`config.mk`:
```
export PLATFORM = sky130hd
export DESIGN_NAME = tdm_top
export DESIGN_NICKNAME = d
export VERILOG_FILES = /design/src/include/tdm_pkg.sv /design/src/hdl/tdm_top.sv
export SDC_FILE = /design/constraint.sdc
export NUM_CORES = 1
export LEC_CHECK = 0
export BUFFER_PORTS_ARGS = -buffer_cell sky130_fd_sc_hd__buf_2
export CELL_PAD_IN_SITES_DETAIL_PLACEMENT = 1
export CELL_PAD_IN_SITES_GLOBAL_PLACEMENT = 1
export CORE_AREA = 2 2 216 218
export DETAILED_ROUTE_END_ITERATION = 7
export DIE_AREA = 0 0 218 220
export PLACE_DENSITY_LB_ADDON = 0.1
export SETUP_SLACK_MARGIN = 0.02
export SLEW_MARGIN = 10
export SYNTH_ARGS = -nofsm -noshare
export SYNTH_HDL_FRONTEND = slang
export SYNTH_SLANG_ARGS = --single-unit
```
`constraint.sdc`:
```
create_clock -name mclk -period 10.8 [get_ports mclk]
set_input_delay 2.7 -clock mclk [delete_from_list [all_inputs] [get_ports mclk]]
set_output_delay 2.7 -clock mclk [all_outputs]
set_load 0.1 [all_outputs]
```
`src/include/tdm_pkg.sv`:
```
// Constants, register map and carrier types of the thermal domain monitor.
// Assumes a 32-bit AHB-Lite slave window with byte addresses below 0x100.
package tdm_pkg;

  // ****************
  // Sizes
  // ****************
  localparam int NCH     = 3;           // Selectable host/domain channels
  localparam int NFLD    = 4;           // Host/domain interrupt fields
  localparam int TW      = 16;          // Temperature width
  localparam int IRQW    = 11;          // 3 events plus 4 two-bit fields
  localparam int RTW     = 4;           // Retry count width

  // ****************************************************************
  // Register offsets (byte addresses)
  // ****************************************************************
  localparam logic [7:0] OFS_POLL   = 8'h00; // Poll interval, 4096-cycle ticks
  localparam logic [7:0] OFS_RETRY  = 8'h04; // Attempts before an error
  localparam logic [7:0] OFS_OFFSET = 8'h08; // Relative-to-absolute offset
  localparam logic [7:0] OFS_DOMEN  = 8'h0C; // Channel enables
  localparam logic [7:0] OFS_THR0   = 8'h10; // Thresholds, one word each
  localparam logic [7:0] OFS_VAL0   = 8'h20; // Current values, write clears
  localparam logic [7:0] OFS_MAX0   = 8'h30; // Max/error values, write clears
  localparam logic [7:0] OFS_RIS    = 8'h40; // Raw interrupt status
  localparam logic [7:0] OFS_MIS    = 8'h44; // Masked interrupt status
  localparam logic [7:0] OFS_IEN    = 8'h48; // Interrupt enables
  localparam logic [7:0] OFS_IMODE  = 8'h4C; // Two mode bits per field
  localparam logic [7:0] OFS_ICR    = 8'h50; // Write one to clear
  localparam logic [7:0] CH_STRIDE  = 8'h04; // Step between channel words

  // ****************
  // Field positions
  // ****************
  localparam int IRQ_READ = 0;          // Read done event
  localparam int IRQ_ERR  = 1;          // Transaction error event
  localparam int IRQ_ADV  = 2;          // Advanced command done event
  localparam int IRQ_FLD0 = 3;          // First host/domain field
  localparam int THR_HI   = 16;         // High threshold lsb in its word
  localparam int MAX_ERR  = 31;         // Error flag in the max word
  // Channel to field: ch0 -> host0_dom0, ch1 -> host1_dom0, ch2 -> host1_dom1
  localparam logic [5:0] CH_FLD_MAP = 6'h38;

  // ****************************************************************
  // Reset values and timing
  // ****************************************************************
  localparam logic [TW-1:0]  RST_POLL   = 16'h0000; // Polling off
  localparam logic [RTW-1:0] RST_RETRY  = 4'h1;
  localparam logic [TW-1:0]  RST_OFFSET = 16'h0000; // Relative mode
  localparam logic [31:0]    RST_THR    = 32'h0000_0000;
  localparam int             PRESCALE   = 4096;     // Poll pre-divider
  localparam int             PRE_W      = 12;

  // ****************************************************************
  // Zone codes and interrupt modes
  // ****************************************************************
  localparam logic [1:0] ZN_LOW   = 2'h1;
  localparam logic [1:0] ZN_MID   = 2'h2;
  localparam logic [1:0] ZN_HIGH  = 2'h3;
  localparam logic [1:0] MODE_HI  = 2'h1; // single_zone_high only
  localparam logic [1:0] MODE_MH  = 2'h2; // two_zone_mid / two_zone_high
  localparam logic [1:0] MODE_ALL = 2'h3; // three_zone_low/mid/high

  typedef enum logic {ST_IDLE = 1'b0, ST_WAIT = 1'b1} tdm_state_e;

  // Result of one link transaction, from the wire engine
  typedef struct packed {
    logic          valid;  // One-cycle result strobe
    logic          ok;     // Transaction succeeded
    logic [TW-1:0] temp;   // Relative temperature, signed
  } tdm_meas_s;

  // Transaction request toward the wire engine
  typedef struct packed {
    logic       req;       // One-cycle start pulse
    logic [1:0] chan;      // Channel index 0..2
  } tdm_req_s;

endpackage : tdm_pkg

```
`src/hdl/tdm_top.sv`:
```
// Thermal domain monitor: thresholds, values, polling and interrupts.
// Assumes one clock and an engine answering each request once.
//
// Behaviour
// Per-domain high and low thresholds, written independently; here both halves take one whole-word write
// Compare relative, or absolute with nonzero offset
// Three channels, own configuration and enable
// Enabled domains polled, disabled ones skipped
// Disabling one domain leaves others untouched
// Max value holds highest reading, flags errors
// Clearing max restarts tracking next measurement
// Current value updated each successful transaction
// Clearing current value independent of max
// Seven interrupt sources, clear deasserts them
// Software clears sources early in handler
// Only enabled sources reach interrupt output
// Raw and masked status both readable
// Programmable interrupt mode per domain field
// Field encodes zone according to mode
// High above, low below, mid between
// Status cleared by writing one; zero ignored
// Poll counter on clock divided by 4096
// Retry up to programmed count, then error
//
// Register access over AHB-Lite and the register addresses were decided locally.
`timescale 1ns/10ps
module tdm_top (
  input  wire logic              mclk,
  input  wire logic              reset,
  input  wire logic              hsel,
  input  wire logic [31:0]       haddr,
  input  wire logic [1:0]        htrans,
  input  wire logic              hwrite,
  input  wire logic [2:0]        hsize,
  input  wire logic [31:0]       hwdata,
  input  wire logic              hready,
  output logic                   hreadyout,
  output logic                   hresp,
  output logic [31:0]            hrdata,
  input  wire tdm_pkg::tdm_meas_s meas,
  input  wire logic              adv_done,
  output tdm_pkg::tdm_req_s      xfer,
  output logic                   irq
);
  import tdm_pkg::*;

  // ****************************************************************
  // Declarations
  // ****************************************************************
  logic            wr_ph_r;            // Write data phase
  logic            rd_ph_r;            // Read wait cycle
  logic [7:0]      addr_r;             // Captured low address
  logic            map_r;              // Address inside the window
  logic [31:0]     hrdata_r;           // Registered read data
  logic [31:0]     rd_mux;             // Read selection
  logic            acc;                // Address phase taken
  logic            wr;                 // Register write strobe
  logic [TW-1:0]   poll_r;             // Poll interval
  logic [RTW-1:0]  retry_r;            // Attempts allowed
  logic [TW-1:0]   offset_r;           // Conversion offset
  logic [NCH-1:0]  dom_en_r;           // Channel enables
  logic [31:0]     thr_r [NCH];        // {high, low} per channel
  logic [TW-1:0]   val_r [NCH];        // Current value
  logic [TW-1:0]   max_r [NCH];        // Highest value since clear
  logic [NCH-1:0]  max_vld_r;          // Max holds a reading
  logic [NCH-1:0]  max_err_r;          // Error seen since clear
  logic [IRQW-1:0] ris_r, ris_nxt;     // Raw status
  logic [IRQW-1:0] ien_r;              // Interrupt enables
  logic [2*NFLD-1:0] imode_r;          // Modes, two bits per field
  logic [PRE_W-1:0] pre_r;             // Pre-divider
  logic [TW-1:0]   pcnt_r;             // Poll tick counter
  logic            tick, poll_fire;
  logic [NCH-1:0]  pend_r;             // Channels owed a transaction
  logic [NCH-1:0]  avail, take;
  logic [1:0]      pick;
  logic            pick_vld;
  tdm_state_e      st_r;
  logic [1:0]      cur_r;              // Channel in flight
  logic [RTW-1:0]  try_r;              // Failed attempts so far
  logic            req_r;
  logic            done_ok, fail, err_ev;
  logic [TW-1:0]   conv;               // Converted reading
  logic [NCH-1:0]  upd, rep;           // Per channel update/report
  logic [1:0]      zone [NCH];

  // ****************************************************************
  // AHB-Lite slave
  // ****************************************************************
  // Reads take one wait state so that hrdata comes from a flop
  assign acc       = hsel && htrans[1] && hready;
  assign hreadyout = !rd_ph_r;
  assign hresp     = 1'b0;
  assign hrdata    = hrdata_r;
  assign wr        = wr_ph_r && map_r;

  // Phase tracking and read capture
  always_ff @(posedge mclk) begin
    if (reset) begin
      wr_ph_r  <= 1'b0;
      rd_ph_r  <= 1'b0;
      addr_r   <= 8'h00;
      map_r    <= 1'b0;
      hrdata_r <= 32'h0000_0000;
    end else begin
      wr_ph_r <= acc && hwrite;
      rd_ph_r <= acc && !hwrite;
      if (acc) begin
        addr_r <= haddr[7:0];
        map_r  <= (haddr[31:8] == 24'h00_0000);
      end
      if (rd_ph_r) begin
        hrdata_r <= rd_mux;
      end
    end
  end

  // Read selection; unmapped words read zero
  always_comb begin
    rd_mux = 32'h0000_0000;
    if (map_r) begin
      case (addr_r)
        OFS_POLL:   rd_mux = {16'h0000, poll_r};
        OFS_RETRY:  rd_mux = {28'h000_0000, retry_r};
        OFS_OFFSET: rd_mux = {16'h0000, offset_r};
        OFS_DOMEN:  rd_mux = {29'h0000_0000, dom_en_r};
        OFS_RIS:    rd_mux = {21'h00_0000, ris_r};
        OFS_MIS:    rd_mux = {21'h00_0000, ris_r & ien_r};
        OFS_IEN:    rd_mux = {21'h00_0000, ien_r};
        OFS_IMODE:  rd_mux = {24'h00_0000, imode_r};
        default:    rd_mux = 32'h0000_0000;
      endcase
      for (int c = 0; c < NCH; c++) begin
        if (addr_r == OFS_THR0 + 8'(c) * CH_STRIDE) begin
          rd_mux = thr_r[c];
        end
        if (addr_r == OFS_VAL0 + 8'(c) * CH_STRIDE) begin
          rd_mux = {16'h0000, val_r[c]};
        end
        if (addr_r == OFS_MAX0 + 8'(c) * CH_STRIDE) begin
          rd_mux = {max_err_r[c], 15'h0000, max_r[c]};
        end
      end
    end
  end

  // ****************************************************************
  // Global configuration
  // ****************************************************************
  always_ff @(posedge mclk) begin
    if (reset) begin
      poll_r   <= RST_POLL;
      retry_r  <= RST_RETRY;
      offset_r <= RST_OFFSET;
      dom_en_r <= '0;
      ien_r    <= '0;
      imode_r  <= '0;
    end else if (wr) begin
      case (addr_r)
        OFS_POLL:   poll_r   <= hwdata[TW-1:0];
        OFS_RETRY:  retry_r  <= hwdata[RTW-1:0];
        OFS_OFFSET: offset_r <= hwdata[TW-1:0];
        // Whole-word write: each bit governs only its channel
        OFS_DOMEN:  dom_en_r <= hwdata[NCH-1:0];
        OFS_IEN:    ien_r    <= hwdata[IRQW-1:0];
        OFS_IMODE:  imode_r  <= hwdata[2*NFLD-1:0];
        default:    ;
      endcase
    end
  end

  // ****************************************************************
  // Poll timing
  // ****************************************************************
  assign tick      = (pre_r == PRE_W'(PRESCALE - 1));
  assign poll_fire = tick && (poll_r != '0) &&
                     (pcnt_r >= poll_r - 16'h0001);

  // Free-running pre-divider; interval counter held at zero while polling is off
  always_ff @(posedge mclk) begin
    if (reset) begin
      pre_r  <= '0;
      pcnt_r <= '0;
    end else begin
      pre_r <= pre_r + 1'b1;
      if (poll_r == '0) begin
        pcnt_r <= '0;
      end else if (poll_fire) begin
        pcnt_r <= '0;
      end else if (tick) begin
        pcnt_r <= pcnt_r + 1'b1;
      end
    end
  end

  // ****************************************************************
  // Channel scheduling and transaction sequencer
  // ****************************************************************
  assign avail = pend_r & dom_en_r;

  // Lowest pending enabled channel goes first
  always_comb begin
    pick     = 2'h0;
    pick_vld = 1'b0;
    take     = '0;
    for (int c = NCH - 1; c >= 0; c--) begin
      if (avail[c]) begin
        pick     = 2'(c);
        pick_vld = 1'b1;
      end
    end
    if (st_r == ST_IDLE && pick_vld) begin
      take[pick] = 1'b1;
    end
  end

  // Disabled channels drop out of the round at once
  always_ff @(posedge mclk) begin
    if (reset) begin
      pend_r <= '0;
    end else begin
      pend_r <= ((poll_fire ? dom_en_r : pend_r) & dom_en_r) & ~take;
    end
  end

  assign done_ok = (st_r == ST_WAIT) && meas.valid && meas.ok;
  assign fail    = (st_r == ST_WAIT) && meas.valid && !meas.ok;
  // Retry count of zero still means one attempt
  assign err_ev  = fail && (RTW'(try_r + 1'b1) >= retry_r);
  assign xfer    = '{req: req_r, chan: cur_r};

  // One transaction outstanding at a time
  always_ff @(posedge mclk) begin
    if (reset) begin
      st_r  <= ST_IDLE;
      cur_r <= 2'h0;
      try_r <= '0;
      req_r <= 1'b0;
    end else begin
      req_r <= 1'b0;
      unique case (st_r)
        ST_IDLE: begin
          if (pick_vld) begin
            cur_r <= pick;
            try_r <= '0;
            req_r <= 1'b1;
            st_r  <= ST_WAIT;
          end
        end
        ST_WAIT: begin
          if (done_ok || err_ev) begin
            st_r <= ST_IDLE;
          end else if (fail) begin
            try_r <= try_r + 1'b1;
            req_r <= 1'b1;
          end
        end
      endcase
    end
  end

  // ****************************************************************
  // Per-channel storage
  // ****************************************************************
  // Zero offset leaves readings relative to the maximum
  assign conv = TW'(meas.temp + offset_r);

  for (genvar c = 0; c < NCH; c++) begin : g_ch
    localparam int F = int'(CH_FLD_MAP[2*c +: 2]);
    localparam logic [7:0] OT = OFS_THR0 + 8'(c) * CH_STRIDE;
    localparam logic [7:0] OV = OFS_VAL0 + 8'(c) * CH_STRIDE;
    localparam logic [7:0] OM = OFS_MAX0 + 8'(c) * CH_STRIDE;
    logic [1:0] mode;

    // Results of a channel disabled mid-flight are dropped
    assign upd[c] = done_ok && (cur_r == 2'(c)) && dom_en_r[c];

    // Zone by signed compare against thresholds
    always_comb begin
      if ($signed(conv) > $signed(thr_r[c][31:THR_HI])) begin
        zone[c] = ZN_HIGH;
      end else if ($signed(conv) < $signed(thr_r[c][THR_HI-1:0])) begin
        zone[c] = ZN_LOW;
      end else begin
        zone[c] = ZN_MID;
      end
    end

    assign mode   = imode_r[2*F +: 2];
    assign rep[c] = (mode == MODE_ALL) ||
                    (mode == MODE_MH && zone[c] != ZN_LOW) ||
                    (mode == MODE_HI && zone[c] == ZN_HIGH);

    // High and low halves written together by one whole-word write
    always_ff @(posedge mclk) begin
      if (reset) begin
        thr_r[c] <= RST_THR;
      end else if (wr && addr_r == OT) begin
        thr_r[c] <= hwdata;
      end
    end

    // Current value; a fresh reading beats a same-cycle clear
    always_ff @(posedge mclk) begin
      if (reset) begin
        val_r[c] <= '0;
      end else if (upd[c]) begin
        val_r[c] <= conv;
      end else if (wr && addr_r == OV) begin
        val_r[c] <= '0;
      end
    end

    // Max/error tracking
    always_ff @(posedge mclk) begin
      if (reset) begin
        max_r[c]     <= '0;
        max_vld_r[c] <= 1'b0;
        max_err_r[c] <= 1'b0;
      end else if (wr && addr_r == OM) begin
        max_r[c]     <= '0;
        max_vld_r[c] <= 1'b0;
        max_err_r[c] <= 1'b0;
      end else if (upd[c]) begin
        if (!max_vld_r[c] || $signed(conv) > $signed(max_r[c])) begin
          max_r[c] <= conv;
        end
        max_vld_r[c] <= 1'b1;
      end else if (err_ev && cur_r == 2'(c)) begin
        max_err_r[c] <= 1'b1;
      end
    end
  end

  // ****************************************************************
  // Interrupts
  // ****************************************************************
  // Clear first, then sets, so a new event is never lost
  always_comb begin
    ris_nxt = ris_r;
    if (wr && addr_r == OFS_ICR) begin
      ris_nxt = ris_r & ~hwdata[IRQW-1:0];
    end
    if (done_ok) begin
      ris_nxt[IRQ_READ] = 1'b1;
    end
    if (err_ev) begin
      ris_nxt[IRQ_ERR] = 1'b1;
    end
    if (adv_done) begin
      ris_nxt[IRQ_ADV] = 1'b1;
    end
    for (int c = 0; c < NCH; c++) begin
      if (upd[c] && rep[c]) begin
        ris_nxt[IRQ_FLD0 + 2*int'(CH_FLD_MAP[2*c +: 2]) +: 2] = zone[c];
      end
    end
  end

  // Raw status register
  always_ff @(posedge mclk) begin
    if (reset) begin
      ris_r <= '0;
    end else begin
      ris_r <= ris_nxt;
    end
  end

  // Level output from flops; handler should clear early
  assign irq = |(ris_r & ien_r);

endmodule : tdm_top

```
==> summary.md, run 1 <==
| Metric | Value |
|---|---|
| Hold Path End | hrdata[0] |
| Clock-pin transition on the worst setup and hold timing paths | 0.06 ns |
| Setup Skew | 0.01853 ns |
| Rel. slew slack | 13.54% |
| Cts hold-fix bufs | 0 |
| Dominant cell by count in the synthesized netlist | nor2_1 |
| Antenna viol nets, final | 0 |
| Initial antenna violation count | 0 |
| Core ar. | 45860 sq um |
| Pre-CTS setup slack | 2.103 ns |
| Achievable Freq | 122.8 MHz |
| Largest net degree at the start of global routing | 62 |
| Share of layout cells above drive strength 1 | 11.61% |
| Post-Syn Area per Cell | 9.228 sq um |
| Outcome | complete, no violations |
| Global-route wire length before repair | 114900 um |
| Initial Utilization | 44.22% |
| R2r endpoint | max_r[2][14] |
| Yosys cell types | 82 |
| Post-Synthesis Cells | 2198 |
| Leakage power | 0.009407 uW |
| Kind of critical path | primary input to register |
| Die W | 218 um |
| Setup crit end kind | register |
| HP Class | register to register |
| Max-Cap Viols | 0 |
| Inserted Diodes | 0 |
| Switching Share | 25.61% |
| Synthesized Nets | 2472 |
| P_sw | 813.1 uW |
| RSZ-0062 raised after global routing | false |
| Final hold viol count | 0 |
| Total CTS buffers | 41 |
| Area leader, netlist | edfxtp_1 |
| Die area | 47960 sq um |
| Row Count | 79 |
| CTS tree | built |
| Reg power frac | 45.5% |
| Max rail drop VDD | 0.0001093 V |
| All-Layer GR Usage | 32.47% |
| Area growth, synth to finish | 13.53% |
| Asr flop ratio synth | 0% |
| Final WL | 77850 um |
| Via density | 6.057 |
| Post-CTS resize count | 0 |
| DIE HEIGHT | 220 um |
| Final worst path period share | 75.37% |
| Synth area leaders | edfxtp_1, dfxtp_1, ha_1 |
| # port buffers | 125 |
| Worst setup margin | 2.660 ns |
| Remaining DRCs | 0 |
| Internal | 2362 uW |
| Clock tree root driver cell | clkbuf_16 |
| Critical Path RT | 10.94 ns |
| CTS H-tree lvls | 2 |
| CTS Sinks | 349 |
| Reg2Reg Setup Slack | 4.44 ns |
| GRT overflow | 0 |
| I/O Pins | 131 |
| Reg2Reg Depth | 20 |
| Fin. max-slew vios | 0 |
| Final Critical Period | 8.140 ns |
| Clk network pwr share | 45.3% |
| Post-synth EDFFs | 192 |
| Wire per inst | 26.32 um |
| Final setup viols | 0 |
| Hold Startpoint | hrdata[0] |
| Hold path cells | 2 |
| Critical path arrival | 8.28 ns |
| # Post-CTS Setup Buffers | 0 |
| Yosys Warn Count | 0 |
| GP Congestion | 0.9368 |
| Nets | 2593 |
| First-pass detailed-route iteration total | 5 |
| Initial detailed-routing violation count | 1462 |
| Vias in the first global route | 18290 |
| Via count | 17920 |
| Synthesized flop and latch total | 349 |
| Longest Clk Path Bufs | 3 |
| Synth Flop Type | edfxtp_1 |
| Layout fillers | 5350 |
| Setup crit start kind | primary input |
| Combinational share of power | 9.2% |
| Later-pin clock latency in the skew report | 0.59 ns |
| CP max FO | 17 |
| Reg2Reg Launch Point | offset_r[0] |
| Synth Cell Area | 20280 sq um |
| Seq/Total Area, Yosys | 43.92% |
| Yosys top cell area share | 28.43% |
| Power Density | 137.9 nW/um^2 |
| Worst Max-Slew Pin Slew | 1.264 ns |
| Post-DP HPWL | 56200 um |
| Setup TNS Final | 0 ns |
| Top cells by count, synth | nor2_1, nand2_1, edfxtp_1 |
[power groups by stage]
stage / clock [uW] / sequential, uW / combinational [uW]
floorplan: 0 / 1460 / 165
global placement: 0 / 1470 / 276
detailed placement: 0 / 1470 / 286
CTS: 1450 / 1440 / 288
global route: 1500 / 1450 / 318
finish: 1440 / 1450 / 293
[layout by cell type, fill, tap and decap left out, types with 9 or more instances in the layout]
cell type,n
nand4_1,27
buf_4,46
nand2b_1,15
nand3_1,43
a31oi_1,15
buf_2,124
edfxtp_1,192
ha_1,180
clkbuf_16,42
xnor2_1,24
nand2_1,207
o21a_1,23
a211oi_1,10
o211ai_1,13
o21ai_0,80
or3_1,9
inv_1,189
a222oi_1,9
mux2i_1,45
a21o_1,29
nor2_1,235
a22oi_1,31
a21oi_1,183
nor4_1,17
nor2b_1,18
and3_1,11
dfxtp_1,156
o22ai_1,10
o221ai_1,9
a221oi_1,22
xor2_1,25
and2_1,104
nor3_1,37
[stage by stage]
stage	util [%]	hold slack [ns]	instances	power, uW	cell area (sq um)
CTS	50.21	0.4552	2958	3186	23030
detailed placement	47.24	0.4420	2883	1759	21670
floorplan	-	0.4259	2198	1628	20280
global placement	47.24	0.4366	2883	1747	21670
global route	50.21	0.4855	2958	3266	23030
finish	50.21	0.4482	2958	3175	23030
[layer usage]
| layer | GRT usage (%) | share of wire, % |
|---|---|---|
| met1 | 42.34 | 42 |
| met2 | 54.53 | 47 |
| met3 | 5.369 | 7.3 |
| met4 | 11.20 | 3.5 |
| met5 | 0 | 0 |
[critical path, cell delays in order]
cell and delay [ns]:
buf_2 0.09, ha_1 0.19, inv_1 0.07, fa_1 0.40, nor2b_1 0.13, o21ai_0 0.11
a21oi_1 0.24, o2111ai_1 0.15, a31oi_1 0.41, mux2i_1 0.25, nor2_1 0.06, buf_4 0.18
inv_1 0.51, ha_1 0.36, nand4_1 0.11, nor2_1 0.09, a21o_1 0.20, or4b_2 0.61
o22ai_1 0.15, a211o_1 0.60, nand2_1 0.68
[sequential cells by signal, indices dropped and copies added, names as in the netlist, 2 cells and up]
register and cells:
dom_en_r 3, max_vld_r 3, poll_r 16, retry_r 4, try_r 4, imode_r 8
cur_r 2, addr_r 8, max_err_r 3, pend_r 3, pre_r 12, hrdata 32
offset_r 16, thr_r 96, pcnt_r 16, max_r 48, ien_r 11, val_r 48
ris_r 11
[worst max-delay path by stage]
stage,start,endpoint,slack [ns],depth (start not counted)
floorplan,meas[0],max_r[2][0],3.57,21
global placement,meas[0],max_r[2][10],2.20,21
detailed placement,meas[0],max_r[2][15],2.10,21
CTS,meas[0],max_r[2][5],2.69,21
global route,meas[1],max_r[2][14],2.25,18
finish,meas[0],max_r[2][14],2.66,21
[cell type report]
| class | instances | area, sq um | share of cell area [%] |
|---|---|---|---|
| repair buffers | 170 | 965.9 | 4.195 |
| multi-input cells | 1567 | 10320 | 44.81 |
| inverters | 190 | 713.2 | 3.097 |
| flip-flops and latches | 349 | 8910 | 38.69 |
| clock inverters | 17 | 166.4 | 0.7227 |
| clock buffers | 58 | 1195 | 5.189 |
| well taps | 607 | 759.5 | 3.298 |
[logic make-up after synthesis]
logic type               Yosys count  synth area share, %
AND/OR/NAND/NOR                  786                19.18
AO/OA/AOI/OAI                    505                15.93
flip-flops                       349                43.92
buffers and inverters            282                5.416
adder cells (fa/ha/maj)          181                11.20
XOR/XNOR                          49                2.116
multiplexers                      45                2.221
other                              1              0.01849
Power figures use the tool's default switching activity.
==> inputs of run 2 (changes only) <==
--- a/config.mk
+++ b/config.mk
@@ -8,9 +8,9 @@
 export BUFFER_PORTS_ARGS = -buffer_cell sky130_fd_sc_hd__buf_2
 export CELL_PAD_IN_SITES_DETAIL_PLACEMENT = 1
 export CELL_PAD_IN_SITES_GLOBAL_PLACEMENT = 1
-export CORE_AREA = 2 2 216 218
+export CORE_AREA = 2 2 221 223
 export DETAILED_ROUTE_END_ITERATION = 7
-export DIE_AREA = 0 0 218 220
+export DIE_AREA = 0 0 223 225
 export PLACE_DENSITY_LB_ADDON = 0.1
 export SETUP_SLACK_MARGIN = 0.02
 export SLEW_MARGIN = 10
==> constraint.sdc (replaced) <==
create_clock -name mclk -period 6.6 [get_ports mclk]
set_input_delay 1.65 -clock mclk [delete_from_list [all_inputs] [get_ports mclk]]
set_output_delay 1.65 -clock mclk [all_outputs]
set_load 0.1 [all_outputs]
==> run 2 against run 1 <==
Count of clock-buffer cells in the layout up 4; critical path depth down 5; flip-flop and latch count unchanged; non-clock buffer count up 26; first-iteration DRC count up 4.9%; clock power up 69%; sequential share of layout area down 0.41 points; critical endpoint is now ris_r[3].
==> summary.md, run 2 (same netlist as run 1, synthesis figures left out) <==
| Metric | Value |
|---|---|
| Setup Skew | 0.02233 ns (+0.003802 ns) |
| Setup TNS Final | 0 ns (unchanged) |
| Nets | 2619 (+1.0%) |
| Worst path max stage delay | 0.68 ns (about the same) |
| Share of layout cells above drive strength 1 | 12.49% (+0.88 points) |
| GP Congestion | 0.9624 (+2.7%) |
| Worst Max-Slew Pin Slew | 1.347 ns (+0.08315 ns) |
| Core ar. | 47550 sq um (+3.7%) |
| Top reg by flops | thr_r |
| Row Count | 80 (+1.3%) |
| Final hold viol count | 0 (unchanged) |
| Pre-CTS setup slack | 0.1105 ns (-1.992 ns) |
| Layout fillers | 5463 (+2.1%) |
| CTS tree | built |
| Antenna viol nets, final | 0 (unchanged) |
| Placement Cell Area | 21870 sq um (+0.95%) |
| All-Layer GR Usage | 31.44% (-1.0 points) |
| Clock-pin transition on the worst setup and hold timing paths | 0.06 ns (about the same) |
| Kind of critical path | primary input to register |
| Setup crit start kind | primary input |
| Initial detailed-routing violation count | 1534 (+4.9%) |
| # Post-CTS Setup Buffers | 0 (unchanged) |
| First-pass detailed-route iteration total | 6 (+1) |
| HP Class | register to register |
| Inserted Diodes | 0 (unchanged) |
| Final Critical Period | 6.003 ns |
| CP max stage cell | o21ai_1 |
| Initial antenna violation count | 1 (+1) |
| Final-layout worst hold slack | 0.4602 ns (+0.01204 ns) |
| Area growth, synth to finish | 14.74% |
| Via count | 18130 (+1.2%) |
| Achievable Freq | 166.6 MHz |
| Critical Path RT | 7.10 ns (-3.84 ns) |
| Fin. max-slew vios | 0 (unchanged) |
| Reg2Reg Depth | 15 (-25%) |
| Largest register FFs | 96 (unchanged) |
| Via density | 6.058 (about the same) |
| CTS Sinks | 349 (unchanged) |
| Vias in the first global route | 18450 (+0.88%) |
| Setup crit end kind | register |
| Longest Clk Path Bufs | 3 (unchanged) |
| Cell family with most CP delay | compound AO/OA/AOI/OAI gates |
| Worst path cell trace | buf_2 -> ha_1 -> a21oi_1 -> o21ai_0 -> a2111oi_0 -> nor2_1 -> o21ai_1 -> inv_1 -> ha_1 -> nand2_1 -> nor4_1 -> o41ai_1 -> a31oi_1 -> and4b_1 -> or3b_2 -> a31oi_1 |
| Max rail drop VDD | 0.0001857 V (+70%) |
| RSZ-0062 raised after global routing | false |
| Initial Utilization | 42.66% (-1.6 points) |
| CTS H-tree lvls | 2 (unchanged) |
| Hold path cells | 2 (unchanged) |
| Hold Startpoint | hrdata[12] |
| Clock tree root driver cell | clkbuf_16 |
| Post-route design area | 23270 sq um (+1.1%) |
| Bufs and invs on worst path | 2 (-2) |
| Biggest regs | thr_r x96, max_r x48, val_r x48 |
| Remaining DRCs | 0 (unchanged) |
| Post-CTS resize count | 0 (unchanged) |
| FF+latch area | 8910 sq um (unchanged) |
| Wire per inst | 26.37 um (+0.18%) |
| Max-Cap Viols | 0 (unchanged) |
| Outcome | complete, no violations |
| # port buffers | 125 (unchanged) |
| GRT overflow | 0 (unchanged) |
| CP max FO | 7 (-10) |
| Power Density | 227.3 nW/um^2 (+65%) |
| Final setup viols | 0 (unchanged) |
| Critical path arrival | 6.50 ns (-1.78 ns) |
| Final WL | 78890 um (+1.3%) |
| Global-route wire length before repair | 117200 um (+2.0%) |
| Die area | 50180 sq um (+4.6%) |
| Commonest non-fill, non-tap cell in the layout | nor2_1 |
| Cts hold-fix bufs | 0 (unchanged) |
| Leakage power | 0.009536 uW (+1.4%) |
| Total CTS buffers | 41 (unchanged) |
| Die W | 223 um (+2.3%) |
| Reg2Reg Setup Slack | 1.37 ns (-3.07 ns) |
| Post-DP HPWL | 58270 um (+3.7%) |
| Area of the multi-input gates | 10320 sq um (unchanged) |
| Most frequent cells in the layout | nor2_1, nand2_1, edfxtp_1 |
| DIE HEIGHT | 225 um (+2.3%) |
| Later-pin clock latency in the skew report | 0.58 ns (about the same) |
| Worst setup margin | 0.5972 ns (-2.063 ns) |
| Rel. slew slack | 9.950% (-3.6 points) |
| Final worst path period share | 90.95% |
| Largest net degree at the start of global routing | 52 (-16%) |
| Hold Path End | hrdata[12] |
| Reg2Reg Launch Point | offset_r[1] |
| R2r endpoint | ris_r[3] |
| I/O Pins | 131 (unchanged) |
==> run 2: cell count changes in the layout (fill, tap and decap cells not counted) <==
cell / previous run / this run
clkbuf_8: 8 / 9
clkbuf_1: 7 / 11
clkbuf_16: 42 / 41
buf_4: 46 / 72
clkinv_1: 4 / 2
clkinv_2: 8 / 3
clkinv_4: 0 / 1
bufinv_16: 3 / 5
==> run 2: layout make-up <==
type | count | area share, %
Multi-Input combinational cell | 1567 | 44.33
Sequential cell | 349 | 38.28
Clock buffer | 62 | 5.151
Timing Repair Buffer | 196 | 4.989
Tap cell | 615 | 3.306
Inverter | 190 | 3.065
Clock inverter | 13 | 0.8710
==> run 2: worst register-to-register path: cells and delay by family, from the launching register on <==
family	cells	cell delay [ns]
flops	1	0.44
buf+inv	1	0.55
simple gates	5	1.29
compound gates	7	2.12
fa+ha+maj	2	0.75
==> run 2: metal layers <==
metal  global-route usage, %  vias to the layer above  wire length, um
li1                        -                     8154                -
met1                   40.92                     9035            33050
met2                   51.18                      751            35940
met3                   6.728                      187             6562
met4                   12.25                        0             3341
met5                       0                        -                0
==> run 2: where the power goes <==
group / internal, uW / switching [uW] / total, uW
clock network: 1450 / 976 / 2430
registers: 2330 / 31.5 / 2360
logic: 162 / 337 / 499
total: 3940 / 1340 / 5290
==> run 2: how the worst max path moves through the flow <==
stage	startpoint	end	depth (start not counted)	slack, ns
floorplan	meas[0]	max_r[2][0]	21	0.42
global placement	meas[1]	max_r[2][8]	17	0.11
detailed placement	meas[1]	max_r[2][9]	17	0.11
CTS	meas[1]	ris_r[3]	16	0.71
global route	meas[1]	max_r[2][14]	18	0.34
finish	meas[1]	ris_r[3]	16	0.60
==> run 2: stage by stage <==
stage / power, uW / std cells / util [%]
global placement: 2874 / 2917 / 46.00
finish: 5289 / 2992 / 48.95
global route: 5440 / 2992 / 48.95
detailed placement: 2895 / 2917 / 46.00
floorplan: 2664 / 2198 / -
CTS: 5310 / 2992 / 48.95
==> inputs of run 3 (changes only) <==
--- a/config.mk
+++ b/config.mk
@@ -8,9 +8,9 @@
 export BUFFER_PORTS_ARGS = -buffer_cell sky130_fd_sc_hd__buf_2
 export CELL_PAD_IN_SITES_DETAIL_PLACEMENT = 1
 export CELL_PAD_IN_SITES_GLOBAL_PLACEMENT = 1
-export CORE_AREA = 2 2 221 223
+export CORE_AREA = 2 2 216 218
 export DETAILED_ROUTE_END_ITERATION = 7
-export DIE_AREA = 0 0 223 225
+export DIE_AREA = 0 0 218 220
 export PLACE_DENSITY_LB_ADDON = 0.1
 export SETUP_SLACK_MARGIN = 0.02
 export SLEW_MARGIN = 10
==> constraint.sdc (replaced) <==
create_clock -name mclk -period 7.5 [get_ports mclk]
set_input_delay 1.875 -clock mclk [delete_from_list [all_inputs] [get_ports mclk]]
set_output_delay 1.875 -clock mclk [all_outputs]
set_load 0.1 [all_outputs]
==> run 3 against run 2 <==
Worst hold slack barely moved; via count is 0.36% lower; flip-flop and latch count unchanged; sequential power down 12%; first-iteration DRC count is 1.6% higher; critical path depth up 3; critical path type unchanged.
==> summary.md, run 3 (same netlist as run 1, synthesis figures left out) <==
| Metric | Value |
|---|---|
| Outcome | complete, no violations |
| Non-Filler Instances | 2969 (-0.77%) |
| Clk network pwr share | 43.4% (-2.5 points) |
| Most frequent cells in the layout | nor2_1, nand2_1, edfxtp_1 |
| Critical Path RT | 7.82 ns (+0.72 ns) |
| Antenna viol nets, final | 0 (unchanged) |
| Area growth, synth to finish | 13.50% |
| Total CTS buffers | 40 (-2.4%) |
| Final setup viols | 0 (unchanged) |
| Core ar. | 45860 sq um (-3.5%) |
| Worst setup margin | 1.266 ns (+0.6686 ns) |
| P_sw | 1152 uW (-14%) |
| Row Count | 79 (-1.3%) |
| Setup crit end | max_r[1][5] |
| Power Density | 193.1 nW/um^2 (-15%) |
| CP max stage cell | o21ai_1 |
| Initial Utilization | 44.22% (+1.6 points) |
| CP max FO | 16 (+9) |
| Biggest regs | thr_r x96, max_r x48, val_r x48 |
| Max rail drop VDD | 0.0001281 V (-31%) |
| Final worst path period share | 83.12% |
| Worst path max stage delay | 0.70 ns (+0.02 ns) |
| Post-CTS resize count | 0 (unchanged) |
| Wire per inst | 26.51 um (+0.55%) |
| Vias in the first global route | 18310 (-0.73%) |
| HP Class | register to register |
| Final Critical Period | 6.234 ns |
| Largest net degree at the start of global routing | 66 (+27%) |
| Longest Clk Path Bufs | 3 (unchanged) |
| Critical path arrival | 6.55 ns (+0.05 ns) |
| Clock tree root driver cell | clkbuf_16 |
| Setup crit end kind | register |
| Largest register FFs | 96 (unchanged) |
| CTS Sinks | 349 (unchanged) |
| Setup TNS Final | 0 ns (unchanged) |
| CTS H-tree lvls | 2 (unchanged) |
| DIE HEIGHT | 220 um (-2.2%) |
| First-pass detailed-route iteration total | 8 (+2) |
| Global-route wire length before repair | 115800 um (-1.2%) |
| Initial detailed-routing violation count | 1559 (+1.6%) |
| Via count | 18060 (-0.36%) |
| Placed Instances | 2895 (-0.75%) |
| Worst path cell trace | buf_2 -> ha_1 -> a21oi_1 -> o21ai_0 -> a2111oi_0 -> nor2_1 -> o21ai_1 -> inv_1 -> buf_4 -> ha_1 -> a21o_1 -> a21o_1 -> a21oi_1 -> nor2b_1 -> o21ai_0 -> o2111ai_1 -> o211ai_1 -> nand2_1 -> buf_4 |
| Later-pin clock latency in the skew report | 0.58 ns (about the same) |
| Setup crit start kind | primary input |
| RSZ-0062 raised after global routing | false |
| Nets | 2604 (-0.57%) |
| Via density | 6.084 (+0.41%) |
| Kind of critical path | primary input to register |
| Reg power frac | 46.8% (+2.1 points) |
| Fin. max-slew vios | 0 (unchanged) |
| Final hold viol count | 0 (unchanged) |
| All-Layer GR Usage | 32.68% (+1.2 points) |
| R2r endpoint | ris_r[3] |
| # port buffers | 125 (unchanged) |
| Reg2Reg Depth | 20 (+5) |
| Die W | 218 um (-2.2%) |
| CTS tree | built |
| Setup Skew | 0.01852 ns (-0.003819 ns) |
| I/O Pins | 131 (unchanged) |
| Switching Share | 25.91% (+0.50 points) |
| GP Congestion | 0.9411 (-2.2%) |
| Die area | 47960 sq um (-4.4%) |
| Max-Cap Viols | 0 (unchanged) |
| Achievable Freq | 160.4 MHz |
| CP startpoint | meas[1] |
| Cts hold-fix bufs | 0 (unchanged) |
| # Post-CTS Setup Buffers | 0 (unchanged) |
| Top reg by flops | thr_r |
| Final WL | 78710 um (-0.23%) |
| Worst Max-Slew Pin Slew | 1.165 ns (-0.1821 ns) |
| Share of layout cells above drive strength 1 | 11.82% (-0.68 points) |
| Reg2Reg Setup Slack | 2.22 ns (+0.85 ns) |
| Rel. slew slack | 22.12% (+12 points) |
| Pre-CTS setup slack | 0.6977 ns (+0.5872 ns) |
| Combinational share of power | 9.7% (+0.3 points) |
| Commonest non-fill, non-tap cell in the layout | nor2_1 |
| Internal | 3294 uW (-16%) |
| Clock-pin transition on the worst setup and hold timing paths | 0.06 ns (about the same) |
| Reg2Reg Launch Point | offset_r[0] |
| Remaining DRCs | 0 (unchanged) |
| Initial antenna violation count | 1 (unchanged) |
| Leakage power | 0.009406 uW (-1.4%) |
| Post-DP HPWL | 57620 um (-1.1%) |
| GRT overflow | 0 (unchanged) |
[run 3: changes by cell type in the layout (fill, tap and decap cells not counted)]
| cell | change |
|---|---|
| clkinv_1 | +1 |
| buf_4 | -14 |
| clkbuf_1 | +1 |
| clkinv_2 | +3 |
| clkbuf_16 | +1 |
| bufinv_16 | -5 |
| diode_2 | +1 |
| clkinv_4 | -1 |
| clkbuf_8 | -2 |
[run 3: per-layer routing]
layer  vias up  global-route usage, %  share of wire (%)
met1      9017                  42.16                 42
met4         0                  14.78                4.5
met5         -                      0                  0
met2       746                  53.40                 46
met3       174                  5.894                7.3
li1       8125                      -                  -
[run 3: cell type report]
class	instances	area, sq um
Tap cell	607	759.5
Sequential cell	349	8910
Clock inverter	11	62.56
Timing Repair Buffer	182	1056
Clock buffer	62	1200
Antenna cell	1	2.502
Fill cell	5289	22840
Multi-Input combinational cell	1567	10320
Inverter	190	713.2
[run 3: how the worst min path moves through the flow]
| stage | from | to | cells after the start |
|---|---|---|---|
| after floorplan | ris_r[6] | ris_r[6] | 2 |
| after global placement | hrdata[7] | hrdata[7] | 2 |
| after detailed placement | hrdata[8] | hrdata[8] | 1 |
| after CTS | ris_r[6] | ris_r[6] | 2 |
| after global routing | max_err_r[0] | max_err_r[0] | 1 |
| final | hrdata[0] | hrdata[0] | 2 |
[run 3: worst max-delay path: cells and delay by family]
family	cells	cell delay [ns]
compound gates	10	2.84
buf+inv	4	0.84
fa+ha+maj	2	0.63
simple gates	3	0.37
[run 3: metrics by stage]
| step | total power (uW) | instance area, sq um | util, % | hold slack [ns] |
|---|---|---|---|---|
| 5_1_grt | 4562 | 23020 | 50.19 | 0.4863 |
| 3_5_place_dp | 2541 | 21760 | 47.44 | 0.4538 |
| 3_3_place_gp | 2522 | 21760 | 47.44 | 0.4344 |
| 2_1_floorplan | 2344 | 20280 | - | 0.4259 |
| 4_1_cts | 4454 | 23020 | 50.19 | 0.4638 |
| 6_report | 4446 | 23020 | 50.19 | 0.4604 |
[run 3: power by group through the flow]
stage	Clock [uW]	Combinational [uW]	Sequential, uW
2_1_floorplan	0	237	2110
3_3_place_gp	0	402	2120
5_1_grt	2010	466	2090
4_1_cts	1950	423	2080
6_report	1930	432	2080
3_5_place_dp	0	419	2120
